--- src/rtl/dbgp_defines.vh ---
// Purpose: Constants for the dual byte GPIO block: register map, resets, modes.
// Assumes: AXI4-Lite slave with 32-bit data, one aligned word per register.
// Notes:   Printed offsets other than fff0 are not multiples of four, so they are register indices.
`ifndef DBGP_DEFINES_VH
`define DBGP_DEFINES_VH

// Register indices as printed; byte address is four times the index.
`define DBGP_IDX_PA_DATA   16'hffd9
`define DBGP_IDX_PB_DATA   16'hffda
`define DBGP_IDX_PA_DIR    16'hffe9
`define DBGP_IDX_PB_DIR    16'hffea
`define DBGP_IDX_MODE      16'hfff0
`define DBGP_IDX_TMR_SEL   16'hfff1
`define DBGP_ADDR_W        18

// Reset values.
`define DBGP_RST_BYTE      8'h00
`define DBGP_RST_MODE      3'h0
`define DBGP_RST_SEL       4'h0

// Port B implemented bits 7 to 3.
`define DBGP_PB_MASK       8'hf8
`define DBGP_DIR_READ      8'hff
`define DBGP_SEL_OFF       4'h0

// Operating modes.
`define DBGP_MODE_ACTIVE   3'h0
`define DBGP_MODE_SUBACT   3'h1
`define DBGP_MODE_SLEEP    3'h2
`define DBGP_MODE_SUBSLP   3'h3
`define DBGP_MODE_STANDBY  3'h4
`define DBGP_MODE_WATCH    3'h5

// Pin positions within port B.
`define DBGP_PB_TMO_BIT    6
`define DBGP_PB_TCLK_BIT   5
`define DBGP_PB_TRST_BIT   4

// AXI responses.
`define DBGP_RESP_OKAY     2'h0
`define DBGP_RESP_SLVERR   2'h2

`endif

--- src/rtl/dbgp_sync.v ---
// Purpose: Two flip-flop synchroniser for a bus of pin levels.
// Assumes: Inputs are asynchronous to sys_clk.
// Notes:   The first stage is read only by the second.
`timescale 1ns/1ps
module dbgp_sync #(
    parameter W = 8
) (
    // Clock and reset
    input  wire         sys_clk,
    input  wire         rst,
    // Data
    input  wire [W-1:0] async_in,
    output reg  [W-1:0] sync_out
);
    reg [W-1:0] meta_q;

    always @(posedge sys_clk or posedge rst) begin
        if (rst) begin
            meta_q   <= {W{1'b0}};
            sync_out <= {W{1'b0}};
        end else begin
            meta_q   <= async_in;
            sync_out <= meta_q;
        end
    end
endmodule

--- src/rtl/dbgp_gpio.v ---
// Purpose: Two GPIO ports (A full byte, B bits 7..3) behind an AXI4-Lite slave.
// Assumes: One clock, sys_clk at 20 MHz; pins are sampled through two flops.
// Notes:   Pin drive is qualified by a software-set low-power mode register.
`timescale 1ns/1ps
`include "dbgp_defines.vh"

// Overview of operation
// Port A data register is eight read/write bits, one per pin.
// Port A read gives stored bit for outputs, sampled pin for inputs.
// Port A direction bit 1 makes the pin output, 0 makes it input.
// Port A direction register is write-only and reads all ones.
// Reset clears port A direction, so all pins start as inputs.
// Reset clears port A data register.
// Port A floats in reset, standby, watch; holds in sleeps; works otherwise.
// Port B data bits 2..0 read zero and ignore writes; 7..3 read/write.
// Port B read gives stored bit for outputs, pin level for inputs.
// Port B direction bits 7..3 choose output (1) or input (0).
// Port B direction register is write-only and reads all ones.
// Reset clears both port B registers.
// Nonzero timer select makes port B pin 6 the timer output.
// Port B floats in reset, standby; holds in sleeps and watch; works otherwise.
// Port B pins 5 and 4 feed timer clock and reset when inputs.
// Port B direction writes ignore bits 2..0.
module dbgp_gpio (
    // Clock and reset
    input  wire        sys_clk,
    input  wire        rst,
    // AXI4-Lite write address
    input  wire [31:0] s_axi_awaddr,
    input  wire [2:0]  s_axi_awprot,
    input  wire        s_axi_awvalid,
    output reg         s_axi_awready,
    // AXI4-Lite write data
    input  wire [31:0] s_axi_wdata,
    input  wire [3:0]  s_axi_wstrb,
    input  wire        s_axi_wvalid,
    output reg         s_axi_wready,
    // AXI4-Lite write response
    output reg  [1:0]  s_axi_bresp,
    output reg         s_axi_bvalid,
    input  wire        s_axi_bready,
    // AXI4-Lite read address
    input  wire [31:0] s_axi_araddr,
    input  wire [2:0]  s_axi_arprot,
    input  wire        s_axi_arvalid,
    output reg         s_axi_arready,
    // AXI4-Lite read data
    output reg  [31:0] s_axi_rdata,
    output reg  [1:0]  s_axi_rresp,
    output reg         s_axi_rvalid,
    input  wire        s_axi_rready,
    // Port A pins
    input  wire [7:0]  port_a_in,
    output reg  [7:0]  port_a_out,
    output reg  [7:0]  port_a_oe,
    // Port B pins, bits 2..0 unused
    input  wire [7:0]  port_b_in,
    output reg  [7:0]  port_b_out,
    output reg  [7:0]  port_b_oe,
    // Timer side
    input  wire        timer_output_pin,
    output reg         timer_clock_input_pin,
    output reg         timer_reset_input_pin
);
    reg  [7:0] port_a_data_q;
    reg  [7:0] port_a_direction_q;
    reg  [7:0] port_b_data_q;
    reg  [7:0] port_b_direction_q;
    reg  [2:0] mode_q;
    reg  [3:0] timer_output_select_q;
    reg        aw_held_q;
    reg        w_held_q;
    reg  [31:0] awaddr_q;
    reg  [31:0] wdata_q;
    reg  [3:0] wstrb_q;
    wire [7:0] pa_sync;
    wire [7:0] pb_sync;
    wire       tmo_sync;

    reg  [7:0] pa_out_d;
    reg  [7:0] pa_oe_d;
    reg  [7:0] pb_out_d;
    reg  [7:0] pb_oe_d;
    reg  [7:0] pb_func_dir;
    reg  [7:0] pb_func_out;
    reg        wr_fire;
    reg  [31:0] wr_addr;
    reg  [31:0] wr_data;
    reg  [3:0] wr_strb;

    dbgp_sync #(.W(8)) u_sync_a (
        .sys_clk  (sys_clk),
        .rst      (rst),
        .async_in (port_a_in),
        .sync_out (pa_sync)
    );

    dbgp_sync #(.W(8)) u_sync_b (
        .sys_clk  (sys_clk),
        .rst      (rst),
        .async_in ({port_b_in[7:1], timer_output_pin}),
        .sync_out ({pb_sync[7:1], tmo_sync})
    );
    assign pb_sync[0] = 1'b0;

    // Word address match: printed index times four, low two bits ignored.
    function hit;
        input [31:0] addr;
        input [15:0] idx;
        begin
            hit = (addr[`DBGP_ADDR_W-1:2] == idx) && (addr[31:`DBGP_ADDR_W] == 14'h0000);
        end
    endfunction

    // Merge stored data with sampled pins by direction.
    function [7:0] mix;
        input [7:0] data;
        input [7:0] dir;
        input [7:0] pins;
        begin
            mix = (data & dir) | (pins & ~dir);
        end
    endfunction

    // Write channel: accept address and data in either order.
    always @* begin
        wr_addr = aw_held_q ? awaddr_q : s_axi_awaddr;
        wr_data = w_held_q ? wdata_q : s_axi_wdata;
        wr_strb = w_held_q ? wstrb_q : s_axi_wstrb;
        wr_fire = (aw_held_q | (s_axi_awvalid & s_axi_awready)) &
                  (w_held_q | (s_axi_wvalid & s_axi_wready)) & ~s_axi_bvalid;
    end

    always @(posedge sys_clk or posedge rst) begin
        if (rst) begin
            s_axi_awready <= 1'b0;
            s_axi_wready  <= 1'b0;
            s_axi_bvalid  <= 1'b0;
            s_axi_bresp   <= `DBGP_RESP_OKAY;
            aw_held_q     <= 1'b0;
            w_held_q      <= 1'b0;
            awaddr_q      <= 32'h0000_0000;
            wdata_q       <= 32'h0000_0000;
            wstrb_q       <= 4'h0;
        end else begin
            s_axi_awready <= ~aw_held_q & ~(s_axi_awvalid & s_axi_awready) & ~s_axi_bvalid;
            s_axi_wready  <= ~w_held_q & ~(s_axi_wvalid & s_axi_wready) & ~s_axi_bvalid;
            if (s_axi_awvalid & s_axi_awready) begin
                awaddr_q  <= s_axi_awaddr;
                aw_held_q <= 1'b1;
            end
            if (s_axi_wvalid & s_axi_wready) begin
                wdata_q  <= s_axi_wdata;
                wstrb_q  <= s_axi_wstrb;
                w_held_q <= 1'b1;
            end
            if (wr_fire) begin
                aw_held_q    <= 1'b0;
                w_held_q     <= 1'b0;
                s_axi_bvalid <= 1'b1;
                s_axi_bresp  <= (hit(wr_addr, `DBGP_IDX_PA_DATA) |
                                 hit(wr_addr, `DBGP_IDX_PB_DATA) |
                                 hit(wr_addr, `DBGP_IDX_PA_DIR) |
                                 hit(wr_addr, `DBGP_IDX_PB_DIR) |
                                 hit(wr_addr, `DBGP_IDX_MODE) |
                                 hit(wr_addr, `DBGP_IDX_TMR_SEL)) ?
                                `DBGP_RESP_OKAY : `DBGP_RESP_SLVERR;
            end else if (s_axi_bvalid & s_axi_bready) begin
                s_axi_bvalid <= 1'b0;
            end
        end
    end

    // Register stores; only byte lane 0 carries data.
    always @(posedge sys_clk or posedge rst) begin
        if (rst) begin
            port_a_data_q         <= `DBGP_RST_BYTE;
            port_a_direction_q    <= `DBGP_RST_BYTE;
            port_b_data_q         <= `DBGP_RST_BYTE;
            port_b_direction_q    <= `DBGP_RST_BYTE;
            mode_q                <= `DBGP_RST_MODE;
            timer_output_select_q <= `DBGP_RST_SEL;
        end else if (wr_fire && wr_strb[0]) begin
            if (hit(wr_addr, `DBGP_IDX_PA_DATA))
                port_a_data_q <= wr_data[7:0];
            if (hit(wr_addr, `DBGP_IDX_PA_DIR))
                port_a_direction_q <= wr_data[7:0];
            if (hit(wr_addr, `DBGP_IDX_PB_DATA))
                port_b_data_q <= wr_data[7:0] & `DBGP_PB_MASK;
            if (hit(wr_addr, `DBGP_IDX_PB_DIR))
                port_b_direction_q <= wr_data[7:0] & `DBGP_PB_MASK;
            if (hit(wr_addr, `DBGP_IDX_MODE))
                mode_q <= wr_data[2:0];
            if (hit(wr_addr, `DBGP_IDX_TMR_SEL))
                timer_output_select_q <= wr_data[3:0];
        end
    end

    // Read channel: one cycle from address to data.
    always @(posedge sys_clk or posedge rst) begin
        if (rst) begin
            s_axi_arready <= 1'b0;
            s_axi_rvalid  <= 1'b0;
            s_axi_rdata   <= 32'h0000_0000;
            s_axi_rresp   <= `DBGP_RESP_OKAY;
        end else begin
            s_axi_arready <= ~s_axi_rvalid & ~(s_axi_arvalid & s_axi_arready);
            if (s_axi_arvalid & s_axi_arready) begin
                s_axi_rvalid <= 1'b1;
                s_axi_rresp  <= `DBGP_RESP_OKAY;
                if (hit(s_axi_araddr, `DBGP_IDX_PA_DATA))
                    s_axi_rdata <= {24'h000000,
                        mix(port_a_data_q, port_a_direction_q, pa_sync)};
                else if (hit(s_axi_araddr, `DBGP_IDX_PB_DATA))
                    s_axi_rdata <= {24'h000000, mix(port_b_data_q, pb_func_dir,
                        pb_sync) & `DBGP_PB_MASK};
                else if (hit(s_axi_araddr, `DBGP_IDX_PA_DIR) |
                         hit(s_axi_araddr, `DBGP_IDX_PB_DIR))
                    s_axi_rdata <= {24'h000000, `DBGP_DIR_READ};
                else if (hit(s_axi_araddr, `DBGP_IDX_MODE))
                    s_axi_rdata <= {29'h0, mode_q};
                else if (hit(s_axi_araddr, `DBGP_IDX_TMR_SEL))
                    s_axi_rdata <= {28'h0000000, timer_output_select_q};
                else begin
                    s_axi_rdata <= 32'h0000_0000;
                    s_axi_rresp <= `DBGP_RESP_SLVERR;
                end
            end else if (s_axi_rvalid & s_axi_rready) begin
                s_axi_rvalid <= 1'b0;
            end
        end
    end

    // Functional pin drive before low-power qualification.
    always @* begin
        pb_func_dir = port_b_direction_q;
        pb_func_out = port_b_data_q;
        if (timer_output_select_q != `DBGP_SEL_OFF) begin
            pb_func_dir[`DBGP_PB_TMO_BIT] = 1'b1;
            pb_func_out[`DBGP_PB_TMO_BIT] = tmo_sync;
        end
    end

    // Low-power qualification: float, hold, or follow registers.
    always @* begin
        pa_out_d = port_a_out;
        pa_oe_d  = port_a_oe;
        pb_out_d = port_b_out;
        pb_oe_d  = port_b_oe;
        case (mode_q)
            `DBGP_MODE_ACTIVE, `DBGP_MODE_SUBACT: begin
                pa_out_d = port_a_data_q;
                pa_oe_d  = port_a_direction_q;
                pb_out_d = pb_func_out;
                pb_oe_d  = pb_func_dir;
            end
            `DBGP_MODE_SLEEP, `DBGP_MODE_SUBSLP: begin
                pa_out_d = port_a_out;
                pb_out_d = port_b_out;
            end
            `DBGP_MODE_STANDBY: begin
                pa_oe_d = `DBGP_RST_BYTE;
                pb_oe_d = `DBGP_RST_BYTE;
            end
            `DBGP_MODE_WATCH: begin
                pa_oe_d = `DBGP_RST_BYTE;
                pb_out_d = port_b_out;
            end
            default: begin
                pa_oe_d = `DBGP_RST_BYTE;
                pb_oe_d = `DBGP_RST_BYTE;
            end
        endcase
    end

    // Outputs float through reset since every enable resets low.
    always @(posedge sys_clk or posedge rst) begin
        if (rst) begin
            port_a_out            <= `DBGP_RST_BYTE;
            port_a_oe             <= `DBGP_RST_BYTE;
            port_b_out            <= `DBGP_RST_BYTE;
            port_b_oe             <= `DBGP_RST_BYTE;
            timer_clock_input_pin <= 1'b0;
            timer_reset_input_pin <= 1'b0;
        end else begin
            port_a_out <= pa_out_d;
            port_a_oe  <= pa_oe_d;
            port_b_out <= pb_out_d & `DBGP_PB_MASK;
            port_b_oe  <= pb_oe_d & `DBGP_PB_MASK;
            // Held at the last value while the pin drives, so the timer sees no edges.
            if (!port_b_direction_q[`DBGP_PB_TCLK_BIT])
                timer_clock_input_pin <= pb_sync[`DBGP_PB_TCLK_BIT];
            if (!port_b_direction_q[`DBGP_PB_TRST_BIT])
                timer_reset_input_pin <= pb_sync[`DBGP_PB_TRST_BIT];
        end
    end
endmodule

--- config.mk ---
export PLATFORM = sky130hd
export DESIGN_NAME = dbgp_gpio
export DESIGN_NICKNAME = d
export VERILOG_FILES = /design/src/rtl/dbgp_sync.v /design/src/rtl/dbgp_gpio.v
export VERILOG_INCLUDE_DIRS = /design/src /design/src/rtl
export SDC_FILE = /design/constraint.sdc
export NUM_CORES = 1
export LEC_CHECK = 0
export BUFFER_PORTS_ARGS = -buffer_cell sky130_fd_sc_hd__buf_2
export CAP_MARGIN = 10
export CORE_UTILIZATION = 55
export DETAILED_ROUTE_END_ITERATION = 8
export PLACE_DENSITY = 0.85
export SLEW_MARGIN = 20
export SYNTH_ARGS = -nofsm -noshare
export SYNTH_HDL_FRONTEND = slang
export SYNTH_SLANG_ARGS = --single-unit
--- constraint.sdc ---
create_clock -name sys_clk -period 10.9 [get_ports sys_clk]
set_input_delay 0.545 -clock sys_clk [delete_from_list [all_inputs] [get_ports sys_clk]]
set_output_delay 0.545 -clock sys_clk [all_outputs]
set_load 0.01 [all_outputs]
==> summary.txt <==
Status
  • Status: completed

GRT
  • Number of global-route vias before repair: 4367
  • Pin count of the biggest net entering global routing: 84
  • GRT overflow: 0
  • Global-route usage over all layers: 24.8%
  • First-pass GRT wire length: 21900 µm
  • Initial antenna violation count: 0

Setup path
  • Max incr delay on CP: 0.72 ns
  • CP Launch Type: flop
  • Crit-path slowest cell: nor4_4
  • Crit path buf inv count: 0
  • CP most frequent cell: o21ai_0
  • R2R setup slack: 8.01 ns
  • CP endpoint kind: flop
  • Worst Path Arrival: 3.19 ns
  • Critical path, cell by cell: o21ai_0, o21ai_0, nor4_4, mux2_2
  • Crit-path max FO: 21
  • Critical Setup Path Class: flop to flop
  • Required time of the critical path: 11.20 ns
  • CP top delay family: compound AO/OA/AOI/OAI gates

STA
  • Fin Hold WS: 0.190 ns
  • Slew HR: 39.4%
  • Period minus WS final: 2.89 ns
  • Setup violations, final: 0
  • Slew Limit Fails: 0
  • Final hold vios: 0
  • RSZ-0062 raised after global routing: no
  • Clk_skew: 0.00499 ns
  • Worst-Margin Slew: 0.909 ns
  • Setup_tns: 0 ns
  • Part of the cycle the worst path needs: 26.5%
  • Max frequency: 346 MHz

Logic synthesis
  • Cells after Synth: 481
  • Commonest register cell after synthesis: dfrtp_1
  • Cell variety after synth: 45
  • Post-synthesis compound-gate area fraction: 5.38%
  • Area contributors post-synth: dfrtp_1, mux2_2, buf_4
  • Yosys reg bits: 145
  • Synth Area in Adders: 0%
  • Largest family of logic cells by synthesized area: multiplexers
  • Number of flops mapped to enable cells by yosys: 0
  • Multiplexer share of the synthesized area: 21.7%
  • Cell taking the most area after synthesis: dfrtp_1
  • Post-synthesis xor/xnor area fraction: 0.685%
  • Simple logic cell fraction of the synthesized area: 10.3%
  • Cell Area, Synth: 0.00639 mm²
  • Ys async rst share: 100%
  • Avg Inst Size Synth: 13.3 µm²
  • Sequential fraction of the synthesis area: 56.8%
  • Post-synth top area share: 56.8%
  • Synth warn: 0

Placement
  • RePlAce Congestion: 0.809
  • Placed insts: 741
  • Port buffer count: 132
  • Post-DP HPWL: 9710 µm

Clock network
  • CTS clock-pin slew for the worst setup and hold paths: 0.06 ns
  • Clk root buf: clkbuf_16
  • Post-CTS Setup Bufs: 0
  • Clk_lat worst skew: 0.42 ns
  • Sink Count: 145
  • Cts repair resizes: 0
  • Hold Buf Count CTS: 0
  • CTS Buf Count: 17
  • CTS tree: done
  • CTS max path bufs: 2
  • H-tree depth: 4

Layout
  • Share of post-route cells with drive strength above 1: 43.9%
  • # diodes: 0
  • Commonest cells after routing, fill and taps aside: dfrtp_1, buf_2, mux2_2
  • Area of the multi-input gates: 0.00256 mm²
  • Final #Nets: 750
  • Final std cells w/o fill: 773
  • Fillers: 704
  • Area grow syn2layout: 21.3%
  • Most common cell after layout, fill and taps aside: dfrtp_1
  • FF/Latch Area: 0.00363 mm²
  • Util after Layout: 70.0%

Route
  • Initial DRC Count: 279
  • Residual DRC: 0
  • Avg WL per Cell: 17.9 µm
  • Via density: 5.65
  • Drt total wl: 13800 µm
  • DRT antenna net count: 0
  • Routed vias: 4366
  • DR pass1 iterations: 7

Power and ir drop
  • Power Density: 211 mW/mm²
  • Leakage: 3.80 nW
  • Power Total: 1.63 mW
  • Worst VDD drop: 0.163 mV

Die
  • Die height: 110 µm
  • Initial Util: 57.7%
  • DIE WIDTH: 110 µm
  • Top Ports: 205
  • CORE AREA: 0.0111 mm²
  • # rows: 38
  • Die Area: 0.0121 mm²

Hold path
  • Worst min path class: primary input to asynchronous set/reset pin

Run
  • Max Cap Viol: 0
[synth_stat cells, types with 3 or more instances]
master and count:
nor4_4 4, nand2_1 27, clkbuf_1 9, mux2_2 101, nor3_1 7, nand3_1 4, o21ai_0 15, inv_1 5
nor2b_1 4, a31oi_1 4, buf_4 34, nor3b_1 6, nor2_1 22, xor2_1 5, nand4_1 5, nand4b_1 4
dfrtp_1 145, o31ai_1 4, and3b_1 3, a21oi_1 10, mux2i_1 25, nor4_1 9, a221oi_1 3
[sequential cells by signal (all words and copies together) (netlist names), 6 cells and up]
register            flops
awaddr_q               30
port_a_data_q           8
port_a_direction_q      8
port_a_oe               8
port_a_out              8
s_axi_rdata             8
u_sync_a.meta_q         8
u_sync_a.sync_out       8
u_sync_b.meta_q         6
u_sync_b.sync_out       6
wdata_q                 8
[through the flow]
stage	setup slack (ns)	area, µm²
final	8.01	7750
after CTS	8.00	7740
after floorplan	6.46	6510
after global placement	8.12	7060
after global routing	7.84	7750
after detailed placement	8.04	7060
[worst register-to-register path, stage by stage, from the launching register on]
cell	delay, ns
dfrtp_1	0.65
o21ai_0	0.60
o21ai_0	0.38
nor4_4	0.72
mux2_2	0.42
[per-layer routing]
metal	vias up	part of all wire [%]	global-route usage [%]	wire length, µm
met5	-	0	0	0
met2	169	51	40.2	7010
met4	0	2.6	11.6	361
li1	1955	-	-	-
met1	2209	42	31.4	5770
met3	33	5.0	6.22	697
[cell type report]
cell class | instances | share of cell area, %
Tap cell | 140 | 2.26
Multi-Input combinational cell | 317 | 33.0
Inverter | 5 | 0.307
Sequential cell | 145 | 46.8
Clock buffer | 22 | 6.25
Timing Repair Buffer | 134 | 8.77
Clock inverter | 10 | 2.62
[worst paths after layout]
| path | to | depth (start not counted) | startpoint |
|---|---|---|---|
| setup reg to reg | port_a_direction_q[6] | 4 | aw_held_q |
| max in group asynchronous | u_sync_b.sync_out[5] | 3 | rst |
| hold / removal | awaddr_q[31] | 2 | rst |
| min in group sys_clk | u_sync_a.meta_q[5] | 1 | port_a_in[5] |
| setup / recovery | port_a_direction_q[6] | 4 | aw_held_q |
| hold reg to reg | u_sync_a.sync_out[4] | 0 | u_sync_a.meta_q[4] |
[report_power, final]
group          switching [mW]  internal, mW  leakage [nW]
combinational           0.129         0.131          1.61
clock                   0.213         0.452         0.336
sequential             0.0770         0.630          1.85
total                   0.419          1.21          3.80
[cell families after synthesis]
group           after synthesis
other cells                   1
flops                       145
simple gates                107
xor+xnor                      5
compound gates               47
mux                         126
buf+inv                      50
Power figures use the tool's default switching activity.
